<file path="src/design/spo_pkg.sv">
// package: constants for the safe proportional output supervisor
package spo_pkg;
    // register offsets (byte addresses, one word each)
    localparam logic [7:0] ADDR_CTRL = 8'h00;
    localparam logic [7:0] ADDR_CMD = 8'h04;
    localparam logic [7:0] ADDR_PERIOD = 8'h08;
    localparam logic [7:0] ADDR_DITHER = 8'h0C;
    localparam logic [7:0] ADDR_STATUS = 8'h10;
    localparam logic [7:0] ADDR_OCTRIP = 8'h14;
    localparam logic [7:0] ADDR_LED = 8'h18;
    localparam logic [7:0] ADDR_CURRENT = 8'h1C;
    // ctrl fields
    localparam int CTRL_MODE_LSB = 0;
    localparam int CTRL_OC_CLR = 2;
    localparam int CTRL_APP_RUN = 3;
    localparam int CTRL_DITHER_EN = 4;
    // mode codes
    localparam logic [1:0] MODE_OPEN = 2'h0;
    localparam logic [1:0] MODE_CLOSED = 2'h1;
    // status bit positions
    localparam int ST_OC = 0;
    localparam int ST_OVL = 4;
    localparam int ST_MODE = 5;
    localparam int ST_SAFE = 6;
    localparam int ST_SEC = 7;
    localparam int ST_SUPPLY = 8;
    localparam int ST_RED_FB = 9;
    localparam int ST_OUT_ON = 10;
    // current range in mA
    localparam logic [15:0] CMD_MIN_MA = 16'h000A; // 10 mA
    localparam logic [15:0] CMD_MAX_MA = 16'h0BB8; // 3000 mA
    localparam logic [15:0] TRIP_MIN_MA = 16'h1388; // 5000 mA
    localparam logic [15:0] TRIP_MAX_MA = 16'h1C84; // 7300 mA
    // reset values
    localparam logic [15:0] PERIOD_RST = 16'h2710; // 1 kHz at 10 MHz
    localparam logic [15:0] TRIP_RST = 16'h1388;
    // timing
    localparam int CLK_HZ = 10_000_000;
    localparam int HOLD_MS = 250;
    localparam int HOLD_CYC = HOLD_MS * (CLK_HZ / 1000);
endpackage

</file>
<file path="src/design/spo_supervisor.sv">
// supervisor for one proportional output channel with safety switch and led arbitration
//
// Behaviour
// - latch output off above over-current trip
// - software clears over-current latch, output retries
// - command accepts 10 to 3000 mA
// - conducts only while redundant switch enabled
// - hold redundant switch off 250 ms
// - redundant switch feedback presented to secondary
// - primary sees own switch via current feedback
// - overload sets bit 4, 250 ms off clears
// - invalid mode sets bit 5 until valid
// - safety failure sets bit 6 permanently
// - secondary off sets bit 7, recovery conditions
// - supply fault sets bit 8, clears conditionally
// - green on, red off until application runs
// - yellow colours driven by low-level logic only
// - yellow overrides shared green or red
// - open loop duty and closed loop current
// - closed loop latch released only at zero command
//
// The address-and-strobe port and the register offsets were chosen for this implementation.
`timescale 1ns/100ps
module spo_supervisor #(
    parameter int HOLD_CYCLES = spo_pkg::HOLD_CYC
) (
    input wire logic clk,
    input wire logic rst,
    input wire logic [7:0] addr,
    input wire logic [31:0] wdata,
    input wire logic wr,
    input wire logic rd,
    output logic [31:0] rdata,
    input wire logic sec_enable_req,
    input wire logic sec_safety_fail,
    input wire logic supply_ok,
    input wire logic overload,
    input wire logic [15:0] current_ma,
    input wire logic yellow_primary,
    input wire logic yellow_secondary,
    output logic primary_switch,
    output logic redundant_switch,
    output logic redundant_fb,
    output logic led_green,
    output logic led_red,
    output logic led_yellow_g,
    output logic led_yellow_r
);
    // pin synchronisers: three stages, change counts when stages 2 and 3 agree
    logic [2:0] sen_s, sfail_s, sup_s, ovl_s, yp_s, ys_s;
    logic sen_q, sfail_q, sup_q, ovl_q, yp_q, ys_q;
    always_ff @(posedge clk or posedge rst) begin
        if (rst) begin
            sen_s <= 3'h0;
            sfail_s <= 3'h0;
            sup_s <= 3'h7;
            ovl_s <= 3'h0;
            yp_s <= 3'h0;
            ys_s <= 3'h0;
        end else begin
            sen_s <= {sen_s[1:0], sec_enable_req};
            sfail_s <= {sfail_s[1:0], sec_safety_fail};
            sup_s <= {sup_s[1:0], supply_ok};
            ovl_s <= {ovl_s[1:0], overload};
            yp_s <= {yp_s[1:0], yellow_primary};
            ys_s <= {ys_s[1:0], yellow_secondary};
        end
    end
    // filtered levels
    always_ff @(posedge clk or posedge rst) begin
        if (rst) begin
            sen_q <= 1'b0;
            sfail_q <= 1'b0;
            sup_q <= 1'b1;
            ovl_q <= 1'b0;
            yp_q <= 1'b0;
            ys_q <= 1'b0;
        end else begin
            if (sen_s[2] == sen_s[1]) sen_q <= sen_s[2];
            if (sfail_s[2] == sfail_s[1]) sfail_q <= sfail_s[2];
            if (sup_s[2] == sup_s[1]) sup_q <= sup_s[2];
            if (ovl_s[2] == ovl_s[1]) ovl_q <= ovl_s[2];
            if (yp_s[2] == yp_s[1]) yp_q <= yp_s[2];
            if (ys_s[2] == ys_s[1]) ys_q <= ys_s[2];
        end
    end
    // current sample is a multi-bit bus; registered twice, used only as a magnitude
    logic [15:0] cur_a_r, cur_r;
    always_ff @(posedge clk or posedge rst) begin
        if (rst) begin
            cur_a_r <= 16'h0000;
            cur_r <= 16'h0000;
        end else begin
            cur_a_r <= current_ma;
            cur_r <= cur_a_r;
        end
    end

    // software registers
    logic [1:0] mode_r;
    logic app_run_r, dither_en_r;
    logic [15:0] cmd_r, period_r, trip_r;
    logic [7:0] dith_step_r, dith_amp_r;
    logic [3:0] led_app_r;
    logic wr_ctrl, wr_cmd, oc_clr;
    assign wr_ctrl = wr && (addr == spo_pkg::ADDR_CTRL);
    assign wr_cmd = wr && (addr == spo_pkg::ADDR_CMD);
    assign oc_clr = wr_ctrl && wdata[spo_pkg::CTRL_OC_CLR];
    always_ff @(posedge clk or posedge rst) begin
        if (rst) begin
            mode_r <= spo_pkg::MODE_OPEN;
            app_run_r <= 1'b0;
            dither_en_r <= 1'b0;
            cmd_r <= 16'h0000;
            period_r <= spo_pkg::PERIOD_RST;
            trip_r <= spo_pkg::TRIP_RST;
            dith_step_r <= 8'h00;
            dith_amp_r <= 8'h00;
            led_app_r <= 4'h0;
        end else if (wr) begin
            case (addr)
                spo_pkg::ADDR_CTRL: begin
                    mode_r <= wdata[spo_pkg::CTRL_MODE_LSB +: 2];
                    app_run_r <= app_run_r | wdata[spo_pkg::CTRL_APP_RUN];
                    dither_en_r <= wdata[spo_pkg::CTRL_DITHER_EN];
                end
                // command clamped to the supported full-scale range, zero kept as off
                spo_pkg::ADDR_CMD: begin
                    if (wdata[15:0] == 16'h0000) cmd_r <= 16'h0000;
                    else if (wdata[15:0] < spo_pkg::CMD_MIN_MA) cmd_r <= spo_pkg::CMD_MIN_MA;
                    else if (wdata[15:0] > spo_pkg::CMD_MAX_MA) cmd_r <= spo_pkg::CMD_MAX_MA;
                    else cmd_r <= wdata[15:0];
                end
                spo_pkg::ADDR_PERIOD: period_r <= (wdata[15:0] < 16'h0002) ? 16'h0002 : wdata[15:0];
                spo_pkg::ADDR_DITHER: begin
                    dith_step_r <= wdata[7:0];
                    dith_amp_r <= wdata[15:8];
                end
                spo_pkg::ADDR_OCTRIP: begin
                    if (wdata[15:0] < spo_pkg::TRIP_MIN_MA) trip_r <= spo_pkg::TRIP_MIN_MA;
                    else if (wdata[15:0] > spo_pkg::TRIP_MAX_MA) trip_r <= spo_pkg::TRIP_MAX_MA;
                    else trip_r <= wdata[15:0];
                end
                spo_pkg::ADDR_LED: led_app_r <= wdata[3:0]; // only green and red; yellow not writable
                default: ;
            endcase
        end
    end

    logic mode_ok, cmd_off;
    assign mode_ok = (mode_r == spo_pkg::MODE_OPEN) || (mode_r == spo_pkg::MODE_CLOSED);
    assign cmd_off = (cmd_r == 16'h0000);

    // over-current latch: set wins over clear; closed loop needs zero command to release
    logic oc_r;
    always_ff @(posedge clk or posedge rst) begin
        if (rst) oc_r <= 1'b0;
        else if (cur_r > trip_r) oc_r <= 1'b1;
        else if (oc_clr && (mode_r != spo_pkg::MODE_CLOSED || cmd_off)) oc_r <= 1'b0;
    end

    // overload: disabled, needs command off for a full hold before clearing
    logic ovl_r;
    logic [31:0] ovl_cnt_r;
    always_ff @(posedge clk or posedge rst) begin
        if (rst) begin
            ovl_r <= 1'b0;
            ovl_cnt_r <= 32'h0000_0000;
        end else if (ovl_q) begin
            ovl_r <= 1'b1;
            ovl_cnt_r <= 32'h0000_0000;
        end else if (ovl_r) begin
            if (!cmd_off) ovl_cnt_r <= 32'h0000_0000;
            else if (ovl_cnt_r >= 32'(HOLD_CYCLES - 1)) ovl_r <= 1'b0;
            else ovl_cnt_r <= ovl_cnt_r + 32'h0000_0001;
        end
    end

    // invalid mode flag follows mode validity
    logic mode_err_r;
    always_ff @(posedge clk or posedge rst) begin
        if (rst) mode_err_r <= 1'b0;
        else if (!mode_ok) mode_err_r <= 1'b1;
        else mode_err_r <= 1'b0;
    end

    // safety failure sticks until reset, software cannot touch it
    logic safe_fail_r;
    always_ff @(posedge clk or posedge rst) begin
        if (rst) safe_fail_r <= 1'b0;
        else if (sfail_q) safe_fail_r <= 1'b1;
    end

    // supply fault clears only with supply back and command off
    logic sup_err_r;
    always_ff @(posedge clk or posedge rst) begin
        if (rst) sup_err_r <= 1'b0;
        else if (!sup_q) sup_err_r <= 1'b1;
        else if (cmd_off) sup_err_r <= 1'b0;
    end

    // redundant switch: secondary opens at will, re-enable after hold and command off
    logic red_r, sec_off_r;
    logic [31:0] red_cnt_r;
    logic hold_done;
    assign hold_done = (red_cnt_r >= 32'(HOLD_CYCLES));
    always_ff @(posedge clk or posedge rst) begin
        if (rst) begin
            red_r <= 1'b0;
            sec_off_r <= 1'b0;
            red_cnt_r <= 32'(HOLD_CYCLES);
        end else if (!sen_q || safe_fail_r) begin
            if (red_r) begin
                sec_off_r <= 1'b1;
                red_cnt_r <= 32'h0000_0000;
            end else if (!hold_done) begin
                red_cnt_r <= red_cnt_r + 32'h0000_0001;
            end
            red_r <= 1'b0;
        end else if (!red_r) begin
            if (!hold_done) red_cnt_r <= red_cnt_r + 32'h0000_0001;
            else if (!sec_off_r || cmd_off) begin
                red_r <= 1'b1;
                sec_off_r <= 1'b0;
            end
        end
    end

    // dither: triangle offset stepped at programmed rate
    logic [15:0] dith_div_r;
    logic [7:0] dith_val_r;
    logic dith_up_r;
    always_ff @(posedge clk or posedge rst) begin
        if (rst) begin
            dith_div_r <= 16'h0000;
            dith_val_r <= 8'h00;
            dith_up_r <= 1'b1;
        end else if (dith_div_r >= {dith_step_r, 8'h00}) begin
            dith_div_r <= 16'h0000;
            if (dith_up_r && dith_val_r >= dith_amp_r) dith_up_r <= 1'b0;
            else if (!dith_up_r && dith_val_r == 8'h00) dith_up_r <= 1'b1;
            else dith_val_r <= dith_up_r ? dith_val_r + 8'h01 : dith_val_r - 8'h01;
        end else begin
            dith_div_r <= dith_div_r + 16'h0001;
        end
    end

    // command with dither; dither is suppressed while the command is zero
    logic [16:0] eff_cmd;
    assign eff_cmd = (dither_en_r && !cmd_off) ? {1'b0, cmd_r} + {9'h000, dith_val_r} : {1'b0, cmd_r};

    // closed loop: integrate current error into duty (mA scaled to full range)
    logic [15:0] duty_cl_r;
    always_ff @(posedge clk or posedge rst) begin
        if (rst) duty_cl_r <= 16'h0000;
        else if (mode_r != spo_pkg::MODE_CLOSED || cmd_off) duty_cl_r <= 16'h0000;
        else if ({1'b0, cur_r} < eff_cmd && duty_cl_r < 16'hFFFF) duty_cl_r <= duty_cl_r + 16'h0001;
        else if ({1'b0, cur_r} > eff_cmd && duty_cl_r != 16'h0000) duty_cl_r <= duty_cl_r - 16'h0001;
    end

    // open loop: command is duty in parts-of-3000 units mapped onto the period
    logic [31:0] duty_prod;
    logic [15:0] duty_ol, duty_sel, cmp;
    assign duty_prod = {16'h0000, (eff_cmd > {1'b0, spo_pkg::CMD_MAX_MA}) ? spo_pkg::CMD_MAX_MA : eff_cmd[15:0]}
                       * {16'h0000, period_r};
    assign duty_ol = 16'(duty_prod / 32'(spo_pkg::CMD_MAX_MA));
    assign duty_sel = (mode_r == spo_pkg::MODE_CLOSED) ? duty_cl_r : duty_ol;
    assign cmp = (mode_r == spo_pkg::MODE_CLOSED) ? 16'(({16'h0000, duty_sel} * {16'h0000, period_r}) >> 16) : duty_sel;

    // pwm counter
    logic [15:0] pwm_cnt_r;
    always_ff @(posedge clk or posedge rst) begin
        if (rst) pwm_cnt_r <= 16'h0000;
        else if (pwm_cnt_r >= period_r - 16'h0001) pwm_cnt_r <= 16'h0000;
        else pwm_cnt_r <= pwm_cnt_r + 16'h0001;
    end

    // drive enable: any fault keeps the primary switch open
    logic drive_ok;
    assign drive_ok = !oc_r && !ovl_r && mode_ok && !safe_fail_r && !sup_err_r && !cmd_off;

    // outputs, all registered
    always_ff @(posedge clk or posedge rst) begin
        if (rst) begin
            primary_switch <= 1'b0;
            redundant_switch <= 1'b0;
            redundant_fb <= 1'b0;
        end else begin
            primary_switch <= drive_ok && red_r && (pwm_cnt_r < cmp);
            redundant_switch <= red_r;
            redundant_fb <= red_r;
        end
    end

    // leds: boot default until app runs, yellow overrides shared colour
    always_ff @(posedge clk or posedge rst) begin
        if (rst) begin
            led_green <= 1'b1;
            led_red <= 1'b0;
            led_yellow_g <= 1'b0;
            led_yellow_r <= 1'b0;
        end else begin
            led_yellow_g <= yp_q;
            led_yellow_r <= ys_q;
            led_green <= !yp_q && (app_run_r ? led_app_r[0] : 1'b1);
            led_red <= !ys_q && (app_run_r ? led_app_r[1] : 1'b0);
        end
    end

    // read port; current readback lets the primary see its own switch
    always_ff @(posedge clk or posedge rst) begin
        if (rst) rdata <= 32'h0000_0000;
        else if (rd) begin
            case (addr)
                spo_pkg::ADDR_CTRL: rdata <= {27'h0, dither_en_r, app_run_r, 1'b0, mode_r};
                spo_pkg::ADDR_CMD: rdata <= {16'h0000, cmd_r};
                spo_pkg::ADDR_PERIOD: rdata <= {16'h0000, period_r};
                spo_pkg::ADDR_DITHER: rdata <= {16'h0000, dith_amp_r, dith_step_r};
                spo_pkg::ADDR_STATUS: rdata <= {21'h0, primary_switch, red_r, sup_err_r, sec_off_r, safe_fail_r,
                                                mode_err_r, ovl_r, 3'h0, oc_r};
                spo_pkg::ADDR_OCTRIP: rdata <= {16'h0000, trip_r};
                spo_pkg::ADDR_LED: rdata <= {28'h0, led_app_r};
                spo_pkg::ADDR_CURRENT: rdata <= {16'h0000, cur_r};
                default: rdata <= 32'h0000_0000;
            endcase
        end else rdata <= 32'h0000_0000;
    end
endmodule

</file>
<file path="config.mk">
export PLATFORM = sky130hd
export DESIGN_NAME = spo_supervisor
export DESIGN_NICKNAME = d
export VERILOG_FILES = /design/src/design/spo_pkg.sv /design/src/design/spo_supervisor.sv
export SDC_FILE = /design/constraint.sdc
export NUM_CORES = 2
export LEC_CHECK = 0
export ABC_AREA = 1
export CAP_MARGIN = 20
export CORE_MARGIN = 2
export CORE_UTILIZATION = 52
export DETAILED_ROUTE_END_ITERATION = 10
export DONT_BUFFER_PORTS = 1
export GPL_TIMING_DRIVEN = 0
export HOLD_SLACK_MARGIN = 0.15
export PLACE_DENSITY = 0.76
export SLEW_MARGIN = 20
export SYNTH_ARGS = -nofsm -noshare
export SYNTH_HDL_FRONTEND = slang
export SYNTH_SLANG_ARGS = --single-unit
</file>
<file path="constraint.sdc">
create_clock -name clk -period 28.7 [get_ports clk]
set_input_delay 4.305 -clock clk [delete_from_list [all_inputs] [get_ports clk]]
set_output_delay 4.305 -clock clk [all_outputs]
set_load 0.01 [all_outputs]
</file>
# Yosys cells after proc, flatten, opt, wreduce, memory -nomap -nowiden
# Index checks and enable logic that the tools add are counted.
# word_totals
register_bits	294
input_bits	66
output_inout_bits	39
word_cells	196
# classes
n_addsub	10
n_mul	2
n_div	1
n_lt_le_gt_ge	16
n_eq_ne	19
muxes	48
bitwise	3
n_reduce_logical	53
# op_table
operator	n
$mux 32	9
$mux 16	14
$pmux 16 s8	1
$add 32x1->32 const B	2
$ge 32x22->1 const B	2
$mul 16x16->32	2
$add 16x1->16 const B	3
$div 32x12->32 const B	1
$eq 8x5->1 const B	4
$ge 16x16->1	2
$logic_not 16->1	2
$sub 16x1->16 const B	2
$mux 1	22
$add 16x8->17	1
$gt 16x17->1	1
$gt 17x12->1 const B	1
$logic_and 1x1->1	17
$lt 16x17->1	1
$mux 17	1
$eq 8x4->1 const B	2
$gt 16x12->1 const B	1
$gt 16x13->1 const B	1
$gt 16x16->1	1
$logic_not 8->1	2
26 further kinds	57

# Longest topological paths before layout
# logic_depth
word_depth	13
ltp_mapped	226
ltp_nobuf	219

# Worst setup path before layout
# OpenSTA, ideal clock, no wires.
# synth_timing
path_type	reg2reg
startpoint	register dith_val_r[0]
endpoint	register primary_switch
setup_time_ps	78
t_arrival_ps	24897
required_ps	28622
setup_slack_ps	3725
stages_incl_launch_ff	177
path_buffers	7
period_less_slack_ps	24975
path_cell_list	dfrtp_1 ha_1 inv_1 fa_1 o21ai_0 inv_1 o21ai_0 nand2_1 nand2_1 nand2_1 nand2_1 inv_1 nor2_1 nand3_1 xor2_1 nor4_1 nand3_1 nand2_1 (+141 left out) fa_1 fa_1 fa_1 fa_1 inv_1 ha_1 a21oi_1 inv_1 a31oi_1 o21ai_0 a21oi_1 nand3_1 nand3_1 nand2_1 ha_1 a2111oi_0 o2111ai_1 a21oi_1
# synth_via
elab_chain_len	11
# synth_rtl
item	line_no	text
start: declaration	spo_supervisor.sv:231	logic [7:0] dith_val_r;
start signal: assignment	spo_supervisor.sv:242	else dith_val_r <= dith_up_r ? dith_val_r + 8'h01 : dith_val_r - 8'h01;
$add 16x8->17 (*)	spo_supervisor.sv:250	assign eff_cmd = (dither_en_r && !cmd_off) ? {1'b0, cmd_r} + {9'h000, dith_val_r} : {1'b0, cmd_r};
$mux 17 (*)	spo_supervisor.sv:250	
$gt 17x12->1	spo_supervisor.sv:264	assign duty_prod = {16'h0000, (eff_cmd > {1'b0, spo_pkg::CMD_MAX_MA}) ? spo_pkg::CMD_MAX_MA : eff_cmd[15:0]}
$mux 16 (*)	spo_supervisor.sv:264	
$mul 16x16->32 (*)	spo_supervisor.sv:265	* {16'h0000, period_r};
$div 32x12->32 (*)	spo_supervisor.sv:266	assign duty_ol = 16'(duty_prod / 32'(spo_pkg::CMD_MAX_MA));
$mux 16 (*)	spo_supervisor.sv:267	assign duty_sel = (mode_r == spo_pkg::MODE_CLOSED) ? duty_cl_r : duty_ol;
$mul 16x16->32	spo_supervisor.sv:268	assign cmp = (mode_r == spo_pkg::MODE_CLOSED) ? 16'(({16'h0000, duty_sel} * {16'h0000, period_r}) >> 16) : dut ...
$mux 16 (*)	spo_supervisor.sv:268	
$lt 16x16->1 (*)	spo_supervisor.sv:289	primary_switch <= drive_ok && red_r && (pwm_cnt_r < cmp);
$logic_and 1x1->1 (*)	spo_supervisor.sv:289	
end signal: assignment	spo_supervisor.sv:289	
end: declaration	spo_supervisor.sv:41	output logic primary_switch,
# Mark *: on every way between the ends. The rest lies on a longest branch, timed or not.
# A chain may end at the register's enable or synchronous reset.

# Worst setup path in the final report
# layout_timing
startpoint	register cmd_r[12]
endpoint	register primary_switch
# layout_via
elab_chain_len	13
elab_cells_between_ends	16
cone_classes	add/sub (1); mul (2); div (1); order compare (2); mux (4); reduce/logical (6)
# layout_rtl
item	line_no	text
start: declaration	spo_supervisor.sv:102	logic [15:0] cmd_r, period_r, trip_r;
start signal: assignment	spo_supervisor.sv:130	else if (wdata[15:0] < spo_pkg::CMD_MIN_MA) cmd_r <= spo_pkg::CMD_MIN_MA;
start signal: assignment	spo_supervisor.sv:131	else if (wdata[15:0] > spo_pkg::CMD_MAX_MA) cmd_r <= spo_pkg::CMD_MAX_MA;
start signal: assignment	spo_supervisor.sv:132	else cmd_r <= wdata[15:0];
parallel branches: the longest is 12 deep, another holds $mul 16x16->32	-	
$logic_and 1x1->1 (*)	spo_supervisor.sv:289	
# Mark *: on every way between the ends.

==> impl_metrics.ini <==
[route]
viasPerCell = 5.39
post-route-drc-count = 0
wl_um = 108000
first_iter_violations = 2827
ant_nets = 0
vias = 34652
firstDrtPassIters = 6
avgRoutedWirePerCell_um = 16.9

[die]
ios = 105
start_util_pct = 52.6
fp.dieH_um = 279
core_mm2 = 0.0746
fp.dieW_um = 279
dieArea_mm2 = 0.0777
rows = 100

[timing]
max_freq_mhz = 36.9
skew_ps = 20.2
setup_viol = 0
report.final.slew_viol_count = 0
hold_viol = 0
setup_tns_ps = 0
worstMarginPinSlew_ps = 929
relSlewSlack_pct = 38.1
min_period_over_period_pct = 94.5
hold-worst-slack_ps = 347
finalCriticalPeriod_ps = 27130

[yosys]
yosys-top-cells-area = fa_1 20%, dfrtp_1 16%, nand2_1 11%, ha_1 10%, inv_1 9.3%
syn_area_mm2 = 0.0393
netlist-cell-type-count = 81
synth_ff_type = dfrtp_1
synth_edf_count = 0
ys_ff_latch = 278
synth_top_area_share_pct = 19.9
synth_top_cell_by_area = fa_1
syn_inst = 5247
ys_seq_area_share_pct = 17.8
yosysWarnings = 0
synth_area_per_cell_um2 = 7.48
async_flop_share_pct = 100

[clock_tree]
holdBufCountCts = 0
clkLatencyLatePin_ps = 580
htree_levels = 1
clkTransAtPathRegs_ps = 60
tritoncts = done
numClockSinks = 278
clock_path_buffers = 3
cts_buffers = 28
cts_root_buffer = clkbuf_16

[cells_and_area]
syn2layout_area_growth_pct = 11.1
layout.cells.non_filler = 6428
fin_nets = 6209
fillers = 6752
layout-drive-gt1-share_pct = 14.6

[global_route]
grt_max_degree = 112
grt_pass1_wl_um = 173000
antenna_found_initial = 1
track_usage_pct = 27.6
first_global_vias = 33511
grt-ovfl-total = 0

[place]
dp_cells = 6296
hpwl_um = 88400
io_buffers = 0
gp_congestion = 1.02

[setup_path]
path_class = reg -> reg
crit_top_cell = nand2_2
worstSetupEndpointType = flip-flop
cp_data_required_time_ps = 29190
cp_slowest_stage_delay_ps = 600
cp-start-kind = flip-flop
arrival_ps = 27610
path_max_fanout = 10
cpLargestDelayFamily = simple AND/OR/NAND/NOR gates
cp.buffers_inverters = 32
slowest_stage = fa_1

[flow_run]
maxCapViolCount = 0

[outcome]
outcome = finished clean

[hold_path]
hold_path_class = reg -> reg
==> kinds of logic after synthesis <==
logic type | share of synthesized area, %
simple gates | 28.9
compound gates | 8.85
xor+xnor | 2.52
other cells | 0.0191
mux | 0.0542
flops | 17.8
buf+inv | 11.7
fa+ha+maj | 30.2
==> stage by stage <==
| step | utilization (%) | setup WS, ps | instance area, um^2 |
|---|---|---|---|
| 2_1_floorplan | - | 3730 | 39500 |
| 3_3_place_gp | 54.7 | -890 | 40800 |
| 3_5_place_dp | 54.7 | -1290 | 40800 |
| 4_1_cts | 56.4 | 4.89 | 42000 |
| 5_1_grt | 58.5 | -165 | 43600 |
| 6_report | 58.5 | 1570 | 43600 |
==> final timing paths <==
kind	start	end	slack (ps)	cells after the start
min in group asynchronous	rst	cur_a_r[12]	3650	1
worst min-delay path	yp_s[0]	yp_s[1]	350	0
worst max register to register	cmd_r[12]	primary_switch	1570	178
worst max-delay path	cmd_r[12]	primary_switch	1570	178
worst min register to register	yp_s[0]	yp_s[1]	350	0
max in group asynchronous	rst	dith_val_r[0]	24080	2
==> registers in the layout, indices dropped and copies added, names as in the netlist, 4 cells and up <==
signal       count
cmd_r           16
cur_a_r         16
cur_r           16
dith_amp_r       8
dith_div_r      16
dith_step_r      8
dith_val_r       8
duty_cl_r       16
led_app_r        4
ovl_cnt_r       32
period_r        16
pwm_cnt_r       16
rdata           16
red_cnt_r       32
trip_r          16
==> what timing repair did <==
action / in CTS / in global routing
setup buffers: 8 / 66
cloned: 0 / 5
pin swaps: 4 / 81
gates resized for setup: 44 / 227
setup endpoints to repair: 1 / 1
==> layout make-up <==
class	count	area, um^2	share of cell area [%]
Buffer	117	659	1.51
Timing Repair inverter	1	8.76	0.0201
Inverter	1050	4010	9.20
Tap cell	969	1210	2.78
Clock buffer	40	816	1.87
Antenna cell	2	5.00	0.0115
Clock inverter	12	203	0.465
Timing Repair Buffer	77	668	1.53
Sequential cell	278	6990	16.0
Multi-Input combinational cell	3882	29000	66.6
==> worst reg2reg max path, delay by kind of cell (launching register included) <==
kind	cells	cell delay, ps
AND/OR/NAND/NOR	117	13590
AO/OA/AOI/OAI	12	2270
adder cells (fa/ha/maj)	15	7090
buffers and inverters	32	3360
flip-flops	1	480
XOR/XNOR	2	260
==> placed cells by master (no fill, tap or decap), types with 80 or more instances in the layout <==
cell type / netlist / layout
nand2_1: 1132 / 1108
inv_1: 968 / 959
nor2_1: 501 / 462
fa_1: 390 / 389
ha_1: 318 / 300
dfrtp_1: 254 / 250
nand3_1: 226 / 212
a21oi_1: 193 / 185
o21ai_0: 191 / 183
nand2_2: 171 / 180
buf_4: 21 / 91
clkbuf_1: 86 / 85
nand2_4: 70 / 82
xor2_1: 87 / 81
conb_1: 2 / 80
==> routing by layer <==
layer / part of all wire [%] / GRT usage, % / vias to the layer above
li1: - / - / 16611
met1: 40 / 36.5 / 16413
met2: 45 / 44.4 / 1335
met3: 9.4 / 5.63 / 293
met4: 4.9 / 10.8 / 0
met5: 0 / 0 / -
==> synth_stat cells, types with 14 or more instances <==
cell and instances:
a21oi_1 193, buf_4 21, clkbuf_1 86, clkinv_1 22
dfrtp_1 254, dfstp_2 24, fa_1 390, ha_1 318
inv_1 968, inv_2 53, nand2_1 1132, nand2_2 171
nand2_4 70, nand3_1 226, nand3_2 30, nand3b_1 16
nand4_1 46, nor2_1 501, nor2_2 35, nor2_4 14
nor3_1 62, nor4_1 20, o21ai_0 191, o21ai_1 40
o22ai_1 39, xnor2_1 24, xor2_1 87
Power is left out: the tool's default activity adds up to more than one toggle a clock period on the data nets, which glitch-free logic cannot reach.
